[src/pkg/err_ins_pkg.sv]
package err_ins_pkg;

    // register offsets on the byte-wide host port
    localparam logic [7:0] ERROR_RATE_CONTROL_ADDR = 8'he0;
    localparam logic [7:0] ERROR_COUNT_LOW_ADDR = 8'hec;
    localparam logic [7:0] ERROR_COUNT_HIGH_ADDR = 8'hed;
    localparam logic [7:0] ERRORS_LEFT_LOW_ADDR = 8'hee;
    localparam logic [7:0] ERRORS_LEFT_HIGH_ADDR = 8'hef;

    // control register field positions
    localparam int RATE_CODE_LSB = 0;
    localparam int CONSTANT_BIT = 4;
    localparam int LOAD_BIT = 7;

    // reset values
    localparam logic [7:0] CONTROL_RESET = 8'h00;
    localparam logic [9:0] COUNT_RESET = 10'h000;

    // rate code c gives 1 error in 2^(c+3) bits
    localparam int RATE_SHIFT = 3;
    localparam int BIT_COUNT_W = 18;

    // host register access
    typedef struct packed {
        logic wr;
        logic rd;
        logic [7:0] addr;
        logic [7:0] wdata;
    } host_req_t;

    // one transmit bit with its framing marks
    typedef struct packed {
        logic valid;
        logic data;
        logic framing;
        logic frame_start;
        logic chan_sel;
    } tx_bit_t;

    typedef enum logic [1:0] {
        MODE_OFF = 2'b00,
        MODE_CONSTANT = 2'b01,
        MODE_COUNTED = 2'b10
    } ins_mode_t;

endpackage

[src/logic/t1_payload_error_inserter.sv]
// Function
// - corrupt payload only, T1 mode only
// - whole frame or selected channels only
// - invert Nth bit of each count
// - framing bits not counted nor inverted
// - new rate applied at frame boundary
// - code c gives one in 2^(c+3)
// - rate code zero inserts nothing
// - constant bit: insert forever, ignore count
// - counted mode stops after loaded count
// - load rising edge loads count next cycle
// - load bit edge-sensitive, holding no reload
// - ten-bit count across two registers
// - remaining count readable, split two registers
`timescale 1ns/1ps
module t1_payload_error_inserter (
    // clock and reset
    input wire logic clk,
    input wire logic sys_rst,
    // host register port
    input wire err_ins_pkg::host_req_t host_req,
    output logic [7:0] host_rdata,
    // line mode and channel scope
    input wire logic t1_mode,
    input wire logic chan_only,
    // transmit bit stream
    input wire err_ins_pkg::tx_bit_t tx_in,
    output logic tx_out_valid,
    output logic tx_out_data,
    output logic tx_out_framing,
    output logic tx_out_frame_start,
    output logic error_inserted
);
    import err_ins_pkg::*;

    logic [7:0] control_q;
    logic [7:0] count_low_q;
    logic [1:0] count_high_q;
    logic [9:0] left_q;
    logic load_prev_q;
    logic load_pending_q;
    logic [3:0] active_rate_q;
    logic [BIT_COUNT_W-1:0] bit_cnt_q;
    logic [7:0] rdata_d;
    logic [BIT_COUNT_W-1:0] limit;
    logic eligible;
    logic armed;
    logic hit;
    ins_mode_t mode;

    // host writes; bits 5 and 6 are kept as written, host owes zeros there
    // reset clears registers
    always_ff @(posedge clk or posedge sys_rst) begin
        if (sys_rst) begin
            control_q <= CONTROL_RESET;
            count_low_q <= 8'h00;
            count_high_q <= 2'h0;
        end else if (host_req.wr) begin
            case (host_req.addr)
                ERROR_RATE_CONTROL_ADDR: control_q <= host_req.wdata;
                ERROR_COUNT_LOW_ADDR: count_low_q <= host_req.wdata;
                ERROR_COUNT_HIGH_ADDR: count_high_q <= host_req.wdata[1:0];
                default: ;
            endcase
        end
    end

    // load bit edge detect; transfer happens on the cycle after the edge
    // edge loads next cycle
    always_ff @(posedge clk or posedge sys_rst) begin
        if (sys_rst) begin
            load_prev_q <= 1'b0;
            load_pending_q <= 1'b0;
        end else begin
            load_prev_q <= control_q[LOAD_BIT];
            load_pending_q <= control_q[LOAD_BIT] & ~load_prev_q;
        end
    end

    // rate latched at frame start only so a frame never changes rate midway
    // rate at boundary
    always_ff @(posedge clk or posedge sys_rst) begin
        if (sys_rst) begin
            active_rate_q <= 4'h0;
        end else if (tx_in.valid && tx_in.frame_start) begin
            active_rate_q <= control_q[RATE_CODE_LSB +: 4];
        end
    end

    // mode decode
    // zero rate means off
    always_comb begin
        if (active_rate_q == 4'h0 || !t1_mode) begin
            mode = MODE_OFF;
        end else if (control_q[CONSTANT_BIT]) begin
            mode = MODE_CONSTANT;
        end else begin
            mode = MODE_COUNTED;
        end
    end

    assign limit = BIT_COUNT_W'((1 << (32'(active_rate_q) + RATE_SHIFT)) - 1);
    assign eligible = tx_in.valid && t1_mode && !tx_in.framing
        && (!chan_only || tx_in.chan_sel);
    assign armed = (mode == MODE_CONSTANT) || (mode == MODE_COUNTED && left_q != 10'h000);
    assign hit = eligible && armed && (bit_cnt_q == limit);

    // payload bit counter; it is held at zero while no insertion is armed
    // framing does not advance
    always_ff @(posedge clk or posedge sys_rst) begin
        if (sys_rst) begin
            bit_cnt_q <= '0;
        end else if (!armed) begin
            bit_cnt_q <= '0;
        end else if (eligible) begin
            bit_cnt_q <= (bit_cnt_q >= limit) ? '0 : bit_cnt_q + 1'b1;
        end
    end

    // remaining count: load wins over a decrement in the same cycle
    // decrement per error
    always_ff @(posedge clk or posedge sys_rst) begin
        if (sys_rst) begin
            left_q <= COUNT_RESET;
        end else if (load_pending_q) begin
            left_q <= {count_high_q, count_low_q};
        end else if (hit && mode == MODE_COUNTED) begin
            left_q <= left_q - 10'h001;
        end
    end

    // output stream, one cycle of latency
    // invert only the hit bit
    always_ff @(posedge clk or posedge sys_rst) begin
        if (sys_rst) begin
            tx_out_valid <= 1'b0;
            tx_out_data <= 1'b0;
            tx_out_framing <= 1'b0;
            tx_out_frame_start <= 1'b0;
            error_inserted <= 1'b0;
        end else begin
            tx_out_valid <= tx_in.valid;
            tx_out_data <= tx_in.data ^ hit;
            tx_out_framing <= tx_in.framing;
            tx_out_frame_start <= tx_in.frame_start;
            error_inserted <= hit;
        end
    end

    // read mux
    // remaining count readable
    always_comb begin
        case (host_req.addr)
            ERROR_RATE_CONTROL_ADDR: rdata_d = control_q;
            ERROR_COUNT_LOW_ADDR: rdata_d = count_low_q;
            ERROR_COUNT_HIGH_ADDR: rdata_d = {6'h00, count_high_q};
            ERRORS_LEFT_LOW_ADDR: rdata_d = left_q[7:0];
            ERRORS_LEFT_HIGH_ADDR: rdata_d = {6'h00, left_q[9:8]};
            default: rdata_d = 8'h00;
        endcase
    end

    // registered read data, valid the cycle after rd
    always_ff @(posedge clk or posedge sys_rst) begin
        if (sys_rst) begin
            host_rdata <= 8'h00;
        end else if (host_req.rd) begin
            host_rdata <= rdata_d;
        end
    end

    // assertions
    // framing never inverted
    chk_framing_untouched: assert property (@(posedge clk) disable iff (sys_rst)
        (tx_in.valid && tx_in.framing) |=> (tx_out_data == $past(tx_in.data)))
        else $error("framing bit altered");
    chk_non_t1_clean: assert property (@(posedge clk) disable iff (sys_rst)
        !t1_mode |=> !error_inserted)
        else $error("error outside T1 mode");
    chk_zero_rate: assert property (@(posedge clk) disable iff (sys_rst)
        (active_rate_q == 4'h0) |=> !error_inserted)
        else $error("error with zero rate");
    // load two cycles after control edge
    chk_load_timing: assert property (@(posedge clk) disable iff (sys_rst)
        $rose(control_q[LOAD_BIT]) |=> ##1 (left_q == $past({count_high_q, count_low_q})))
        else $error("count not loaded");
    chk_decrement: assert property (@(posedge clk) disable iff (sys_rst)
        (hit && mode == MODE_COUNTED && !load_pending_q) |=> (left_q == $past(left_q) - 10'h001))
        else $error("remaining not decremented");
    // no insert when count is zero in counted mode
    chk_count_stop: assert property (@(posedge clk) disable iff (sys_rst)
        (mode == MODE_COUNTED && left_q == 10'h000) |=> !error_inserted)
        else $error("insert after count exhausted");
    chk_chan_scope: assert property (@(posedge clk) disable iff (sys_rst)
        (chan_only && !tx_in.chan_sel) |=> !error_inserted)
        else $error("unselected channel corrupted");
    chk_rate_stable: assert property (@(posedge clk) disable iff (sys_rst)
        !(tx_in.valid && tx_in.frame_start) |=> $stable(active_rate_q))
        else $error("rate changed mid-frame");
    // held load bit gives no reload
    chk_no_reload: assert property (@(posedge clk) disable iff (sys_rst)
        (load_prev_q && control_q[LOAD_BIT]) |=> !load_pending_q)
        else $error("reload without edge");

    // stream pass-through, counter and readback checks
    // valid forwarded one cycle later
    chk_valid_follow: assert property (@(posedge clk) disable iff (sys_rst)
        1'b1 |=> (tx_out_valid == $past(tx_in.valid)))
        else $error("valid not forwarded");
    chk_framing_follow: assert property (@(posedge clk) disable iff (sys_rst)
        1'b1 |=> (tx_out_framing == $past(tx_in.framing)))
        else $error("framing mark not forwarded");
    chk_start_follow: assert property (@(posedge clk) disable iff (sys_rst)
        1'b1 |=> (tx_out_frame_start == $past(tx_in.frame_start)))
        else $error("frame start not forwarded");
    // data changes only with an inserted error
    chk_data_xor: assert property (@(posedge clk) disable iff (sys_rst)
        1'b1 |=> (tx_out_data == ($past(tx_in.data) ^ error_inserted)))
        else $error("data altered without error flag");
    // empty slots never carry an error
    chk_invalid_clean: assert property (@(posedge clk) disable iff (sys_rst)
        !tx_in.valid |=> !error_inserted)
        else $error("error on empty slot");
    chk_t1_off_mode: assert property (@(posedge clk) disable iff (sys_rst)
        !t1_mode |-> (mode == MODE_OFF))
        else $error("insertion armed outside T1");
    chk_framing_no_hit: assert property (@(posedge clk) disable iff (sys_rst)
        (tx_in.valid && tx_in.framing) |=> !error_inserted)
        else $error("error flagged on framing bit");
    chk_count_hold: assert property (@(posedge clk) disable iff (sys_rst)
        (armed && !eligible) |=> $stable(bit_cnt_q))
        else $error("counter moved on ineligible bit");
    // counter steps once per eligible bit
    chk_count_step: assert property (@(posedge clk) disable iff (sys_rst)
        (armed && eligible && bit_cnt_q < limit) |=> (bit_cnt_q == $past(bit_cnt_q) + 1'b1))
        else $error("counter did not step");
    // counter restarts after the last bit
    chk_count_wrap: assert property (@(posedge clk) disable iff (sys_rst)
        (armed && eligible && bit_cnt_q >= limit) |=> (bit_cnt_q == '0))
        else $error("counter did not restart");
    chk_idle_clear: assert property (@(posedge clk) disable iff (sys_rst)
        !armed |=> (bit_cnt_q == '0))
        else $error("counter not cleared when idle");
    // lowest code gives one in 16
    chk_rate_min: assert property (@(posedge clk) disable iff (sys_rst)
        (active_rate_q == 4'h1) |-> (limit == 18'h0000f))
        else $error("wrong period for lowest code");
    // highest code gives one in 262144
    chk_rate_max: assert property (@(posedge clk) disable iff (sys_rst)
        (active_rate_q == 4'hf) |-> (limit == 18'h3ffff))
        else $error("wrong period for highest code");
    // constant mode leaves remaining count alone
    chk_constant_keep: assert property (@(posedge clk) disable iff (sys_rst)
        (mode == MODE_CONSTANT && !load_pending_q) |=> (left_q == $past(left_q)))
        else $error("remaining changed in constant mode");
    // remaining changes only on error or load
    chk_left_stable: assert property (@(posedge clk) disable iff (sys_rst)
        (!hit && !load_pending_q) |=> $stable(left_q))
        else $error("remaining changed without cause");
    // rate taken from control at frame start
    chk_rate_latch: assert property (@(posedge clk) disable iff (sys_rst)
        (tx_in.valid && tx_in.frame_start) |=> (active_rate_q == $past(control_q[3:0])))
        else $error("rate not taken at frame start");
    // load only after a rising load bit
    chk_load_edge: assert property (@(posedge clk) disable iff (sys_rst)
        load_pending_q |-> ($past(control_q[LOAD_BIT]) && !$past(load_prev_q)))
        else $error("load without rising edge");
    chk_rdata_hold: assert property (@(posedge clk) disable iff (sys_rst)
        !host_req.rd |=> $stable(host_rdata))
        else $error("read data changed without read");
    chk_left_read: assert property (@(posedge clk) disable iff (sys_rst)
        (host_req.rd && host_req.addr == ERRORS_LEFT_LOW_ADDR) |=> (host_rdata == $past(left_q[7:0])))
        else $error("wrong low remaining byte");
    chk_left_read_high: assert property (@(posedge clk) disable iff (sys_rst)
        (host_req.rd && host_req.addr == ERRORS_LEFT_HIGH_ADDR)
        |=> (host_rdata == {6'h00, $past(left_q[9:8])}))
        else $error("wrong high remaining bits");

    // main scenarios
    cov_chan_hit: cover property (@(posedge clk) disable iff (sys_rst) chan_only && hit);
    cov_rate_switch: cover property (@(posedge clk) disable iff (sys_rst)
        tx_in.valid && tx_in.frame_start && active_rate_q != control_q[3:0]);
    cov_constant_hit: cover property (@(posedge clk) disable iff (sys_rst)
        mode == MODE_CONSTANT && hit);
    cov_counted_done: cover property (@(posedge clk) disable iff (sys_rst)
        mode == MODE_COUNTED && hit && left_q == 10'h001);
    cov_load: cover property (@(posedge clk) disable iff (sys_rst) load_pending_q);

endmodule // t1_payload_error_inserter

[config.mk]
export PLATFORM = sky130hd
export DESIGN_NAME = t1_payload_error_inserter
export DESIGN_NICKNAME = d
export VERILOG_FILES = /design/src/pkg/err_ins_pkg.sv /design/src/logic/t1_payload_error_inserter.sv
export SDC_FILE = /design/constraint.sdc
export NUM_CORES = 1
export LEC_CHECK = 0
export ABC_AREA = 1
export BUFFER_PORTS_ARGS = -buffer_cell sky130_fd_sc_hd__buf_2
export CELL_PAD_IN_SITES_DETAIL_PLACEMENT = 1
export CELL_PAD_IN_SITES_GLOBAL_PLACEMENT = 2
export CORE_UTILIZATION = 31
export CTS_BUF_LIST = sky130_fd_sc_hd__clkbuf_16
export CTS_CLUSTER_SIZE = 28
export DETAILED_ROUTE_END_ITERATION = 7
export GPL_ROUTABILITY_DRIVEN = 0
export PLACE_DENSITY = 0.81
export SYNTH_ARGS = -nofsm -noshare
export SYNTH_HDL_FRONTEND = slang
export SYNTH_SLANG_ARGS = --single-unit
[constraint.sdc]
create_clock -name clk -period 2.4 [get_ports clk]
set_clock_uncertainty 0.15 [all_clocks]
set_input_delay 0.48 -clock clk [delete_from_list [all_inputs] [get_ports clk]]
set_output_delay 0.48 -clock clk [all_outputs]
set_load 0.005 [all_outputs]
-- Word-level counts from Yosys, hierarchy flattened
Index checks and enable logic that the tools add are counted.
- flip-flop bits (word level): 65
- latch bits: 0
- memory bits (writable): 0
- memory bits (read-only): 0
- input bits: 27
- output and inout bits: 13
- word-level logic and storage cells: 60
- memories kept: 0
- add/subtract/negate cells: 4
- multiply operators: 0
- div/mod/pow operators: 0
- $lt $le $gt $ge: 1
- eq/ne operators: 9
- shift operators: 1
- mux-type cells: 8
- bitwise logic cells: 3
- reductions and logical operators: 20
- operator list (operator ; number):
    $mux W18 ; 3
    $eq A8 B8 Y1 const B ; 5
    $pmux W8 S5 ; 1
    $mux W10 ; 2
    $add A18 B1 Y18 const B ; 1
    $eq A18 B18 Y1 ; 1
    $ge A18 B18 Y1 ; 1
    $shl A1 B5 Y18 const A ; 1
    $sub A18 B2 Y18 const B ; 1
    $reduce_bool A10 Y1 ; 1
    $sub A10 B1 Y10 const B ; 1
    $logic_and A1 B1 Y1 ; 8
    $reduce_and A2 Y1 ; 3
    $add A4 B2 Y5 const B ; 1
    $logic_not A4 Y1 ; 1
    $mux W2 ; 2
    $logic_not A1 Y1 ; 3
    $logic_or A1 B1 Y1 ; 3
    $eq A2 B1 Y1 const B ; 1
    $eq A2 B2 Y1 const B ; 1
    $ne A2 B2 Y1 const B ; 1
    $reduce_bool A2 Y1 ; 1
    $and A1 B1 Y1 ; 1
    $not A1 Y1 ; 1
    $xor A1 B1 Y1 ; 1

-- Logic depth before layout (Yosys ltp)
- depth after elaboration: 11
- gate-level depth with buffers: 19
- gate-level depth less buffers: 18

-- Worst setup path after synthesis
OpenSTA, ideal clock, no wires.
- path kind: register -> register
- from: register active_rate_q[1]
- to: register left_q[2]
- library setup time: 0.117 ns
- arrival time: 2.308 ns
- data required time: 2.133 ns
- slack: -0.174 ns
- cell stages (with the launch flop): 18
- path buffers: 1
- clock period less this slack: 2.574 ns
- cells stage by stage: dfrtp_1 or2_2 nor2_1 nand2_1 o21ai_0 nor2_1 xor2_1 ha_1 nand2_1 nor2_2 nand2_1 nor2_1 nand2_1 nor2_4 nand2_4 buf_12 nand3_2 nand2_1
- cells in the longest elaborated chain, start to end: 10
- elaborated cells on any way between the ends: 15
- those cells by class: add/sub: 2; eq/ne: 3; shift: 1; mux: 1; reduce/logical: 8
- RTL lines (what ; line ; text):
    from (decl) ; t1_payload_error_inserter.sv:42 ; logic [3:0] active_rate_q;
    from (signal assigned) ; t1_payload_error_inserter.sv:86 ; active_rate_q <= control_q[RATE_CODE_LSB +: 4];
    branches (longest 7 deep; another with $sub A18 B2 Y18) ; -- ;
    $logic_and A1 B1 Y1 * ; t1_payload_error_inserter.sv:106 ; assign hit = eligible && armed && (bit_cnt_q == limit);
    net hit ; t1_payload_error_inserter.sv:48 ; logic hit;
    $logic_and A1 B1 Y1 * ; t1_payload_error_inserter.sv:127 ; end else if (hit && mode == MODE_COUNTED) begin
    $reduce_bool A2 Y1 (no source line) * ; -- ;
    to (signal assigned) ; t1_payload_error_inserter.sv:126 ; left_q <= {count_high_q, count_low_q};
    to (signal assigned) ; t1_payload_error_inserter.sv:128 ; left_q <= left_q - 10'h001;
    to (decl) ; t1_payload_error_inserter.sv:39 ; logic [9:0] left_q;
Mark *: on every way through the listed nets, which the timed path passes.
A chain may end at the register's enable or synchronous reset.

-- Worst setup path after layout
- from: register active_rate_q[1]
- to: register bit_cnt_q[14]
- cells in the longest elaborated chain, start to end: 7
- elaborated cells on any way between the ends: 15
- those cells by class: add/sub: 2; order compare: 1; eq/ne: 3; shift: 1; mux: 4; reduce/logical: 4
- RTL lines (what ; line ; text):
    $add A4 B2 Y5 or $logic_not A4 Y1 (tied branches) ; t1_payload_error_inserter.sv:102, t1_payload_error_inserter.sv:93 ;
    $shl A1 B5 Y18 or $logic_or A1 B1 Y1 (tied branches) ; t1_payload_error_inserter.sv:102, t1_payload_error_inserter.sv:93 ;
    $sub A18 B2 Y18 or $mux W2 (tied branches) ; t1_payload_error_inserter.sv:102, t1_payload_error_inserter.sv:93 ;
    $ge A18 B18 Y1 or $eq A2 B2 Y1 (tied branches) ; t1_payload_error_inserter.sv:116, t1_payload_error_inserter.sv:105 ;
    $mux W18 or $logic_and A1 B1 Y1 (tied branches) ; t1_payload_error_inserter.sv:116, t1_payload_error_inserter.sv:105 ;
    $mux W18 or $logic_or A1 B1 Y1 (tied branches) ; t1_payload_error_inserter.sv:115, t1_payload_error_inserter.sv:105 ;
    $mux W18 or $ne A2 B2 Y1 (tied branches) ; -- ;
    to (signal assigned) ; t1_payload_error_inserter.sv:116 ; bit_cnt_q <= (bit_cnt_q >= limit) ? '0 : bit_cnt_q + 1'b1;
    to (decl) ; t1_payload_error_inserter.sv:43 ; logic [BIT_COUNT_W-1:0] bit_cnt_q;
Parallel ways exist; a longest one is shown, timed or not. The select of a mux whose other input is x is not followed.

==> reports/metrics.cfg <==
[die]
die_w_microns = 119.7
dieArea_sq_um = 14330
initial_core_util_pct = 32.05
rows = 42
io_pins = 40
die_h_microns = 119.7
design.core.area_sq_um = 13400

[yosys]
postSynthAreaPerCell_sq_um = 7.330
ys_seq_area_share_pct = 37.87
yosysWarnings = 0
netlist_area_sq_um = 4295
synthCells = 586
synth_enable_flop_cells = 0
ys_async_sr_fraction_pct = 100.0
yosysMostFrequentCell = nand2_1
synth.area.top_cells = dfrtp_1, nand2_1, inv_1
synthFlopType = dfrtp_1
synth.top_cell.area_share_pct = 37.87
synth_top_area_cell = dfrtp_1
ys_types = 37
synth_seq_cells = 65
synth_commonest_cells = nand2_1, inv_1, dfrtp_1, nand3_1, nor2_1

[finish]
drive_above_1_share_pct = 23.18
area_growth_pct = 25.31
nNetsFinal = 704
regArea_sq_um = 1630
nFillCells = 1665
antennaDiodeCount = 0
multi_input_area_sq_um = 2474

[sta]
post-route-min-period_ns = 2.729
hold_violations = 0
fin_crit_sh_pct = 113.7
worst_slack_ns = -0.3294
slew_violations = 0
worst_slew_pin_slew_ns = 0.5683
setup_viol = 30
grt_setup_unrepaired = true
max_freq_mhz = 366.4
slew_headroom_pct = 61.82

[flow_run]
maxCapViolations = 0

[setup_path]
critical_path_class = flop to flop
critPathCaptureType = flop
worstPathMaxFanout = 6
cp-start-kind = flop
crit_required_ns = 2.53
arrival_ns = 2.86

[routing]
routed_via_density = 4.775
wl_microns = 12360
wl_per_cell_microns = 14.78
drtAntennaViolNets = 0
first_iter_violations = 150
drc = 0
dr.pass1.iters = 6
vias = 3992

[placement]
dp_slack_ns = -0.5970
io_buffers = 39
dp.final_hpwl_microns = 9040

[pwr]
switching_power_mw = 1.163
irDropWorstVdd_mv = 0.3095
p_leak_nw = 2.790
finalPower_mw = 3.484
combPwrFrac_pct = 24.6
power.density_nw_per_um2 = 647.3
pwr-share-seq_pct = 37.7
internal_power_mw = 2.321
p_sw_share_pct = 33.38
power_frac_clock_pct = 37.8

[clocking]
cts-buffers-inserted = 9
h-tree-depth = 3
cts.path.max_buffers = 2
clock-sinks = 65
clk_latency_ns = 0.34
tritoncts = built
path_clk_slew_ns = 0.06
cts_root_buffer = clkbuf_16
cts_hold_buf = 0

[global_route]
overflow = 0
grt_pass1_vias = 4037
grt_max_degree = 66
grt_pass1_wl_microns = 20390
antenna_found_initial = 0
grt_use_total_pct = 18.27

[hold_path]
hold_class = primary input to async pin

[status]
outcome = finished with violations
violations = setup timing

==> cell families (layout without fill, tap and decap cells) <==
family                   after synthesis  count (layout)  share of synthesized area (%)
AND/OR/NAND/NOR                      329             329                          35.60
AO/OA/AOI/OAI                         63              63                          7.778
XOR/XNOR                              19              19                          3.874
adder cells (fa/ha/maj)               21              21                          6.117
other                                  1               3                        0.08730
flip-flops                            65              65                          37.87
buffers and inverters                 88             160                          8.680
==> cell type report <==
cell class              instances  share of cell area, %
clock buffers                   9                  4.184
repair buffers                 69                  9.042
multi-input cells             435                  45.96
well taps                     176                  4.091
inverters                      76                  5.346
clock inverters                 6                  1.093
flip-flops and latches         65                  30.29
==> metal layers <==
metal,routed length [microns],global-route usage (%)
met1,6274,25.77
met2,5509,27.46
met3,302,3.327
met4,272,7.266
met5,0,0
==> per-stage QoR <==
stage | hold slack [ns] | std cells | instance area [sq um] | TNS, ns | util [%]
5_1_grt | 0.1059 | 836 | 5383 | -13.24 | 40.17
3_5_place_dp | 0.2129 | 814 | 4836 | -14.72 | 36.09
2_1_floorplan | 0.2037 | 588 | 4308 | -0.5116 | -
3_3_place_gp | 0.2092 | 814 | 4836 | -11.09 | 36.09
6_report | 0.05232 | 836 | 5383 | -8.853 | 40.17
4_1_cts | 0.07992 | 833 | 5219 | -8.695 | 38.94
==> registers in the layout (all words and copies together), names as in the netlist, 2 cells and up <==
| register | cells |
|---|---|
| active_rate_q | 4 |
| bit_cnt_q | 18 |
| control_q | 8 |
| count_high_q | 2 |
| count_low_q | 8 |
| host_rdata | 8 |
| left_q | 10 |
==> final timing paths <==
| check | start | endpoint | slack [ns] | cells past startpoint |
|---|---|---|---|---|
| worst max-delay path | active_rate_q[1] | bit_cnt_q[14] | -0.33 | 18 |
| worst min-delay path | sys_rst | bit_cnt_q[0] | 0.05 | 3 |
| worst max register to register | active_rate_q[1] | bit_cnt_q[14] | -0.33 | 18 |
| worst min register to register | control_q[7] | load_prev_q | 0.22 | 0 |
| max in group asynchronous | sys_rst | active_rate_q[0] | 1.72 | 3 |
| min in group clk | tx_in[1] | tx_out_frame_start | 0.11 | 1 |
==> power by group through the flow <==
stage,clock network [mW],logic [mW],registers [mW]
global route,1.40,0.979,1.33
global placement,0,0.796,1.33
finish,1.32,0.856,1.31
CTS,1.36,0.843,1.31
floorplan,0,0.585,1.30
detailed placement,0,0.826,1.33
==> cells in the final DEF, fill, tap and decap left out, types with 3 or more instances in the layout <==
cell type,instances
a21oi_1,12
buf_12,3
buf_2,39
buf_4,23
buf_6,3
clkbuf_16,10
clkinv_1,3
conb_1,3
dfrtp_1,62
dfrtp_2,3
ha_1,21
inv_1,70
inv_2,4
nand2_1,181
nand2_2,5
nand3_1,30
nand3_2,31
nand4_1,5
nor2_1,42
nor2_2,8
nor2_4,6
nor3_1,9
o21ai_0,38
o22ai_1,6
xnor2_1,6
xor2_1,13
==> worst max-delay path, cell delays in order (launching register included) <==
cell and delay [ns]:
dfrtp_2 0.43, or2_4 0.28, nor2_4 0.10, nand2_2 0.08, o21ai_2 0.07, nor2_2 0.05
xor2_1 0.14, ha_1 0.28, nand2_1 0.08, nor2_2 0.05, nand2_2 0.09, nor2_4 0.04
buf_6 0.11, o21ai_4 0.06, nand2_2 0.09, nor2_4 0.22, clkbuf_16 0.20, nand3_2 0.05
nand2_1 0.06
==> timing repair <==
action | 4_1_cts | 5_1_grt
buffers inserted | 4 | 2
gates cloned | 0 | 1
pin swaps | 2 | 5
resized for setup | 13 | 32
endpoints found under the setup margin | 30 | 30
Power figures use the tool's default switching activity.
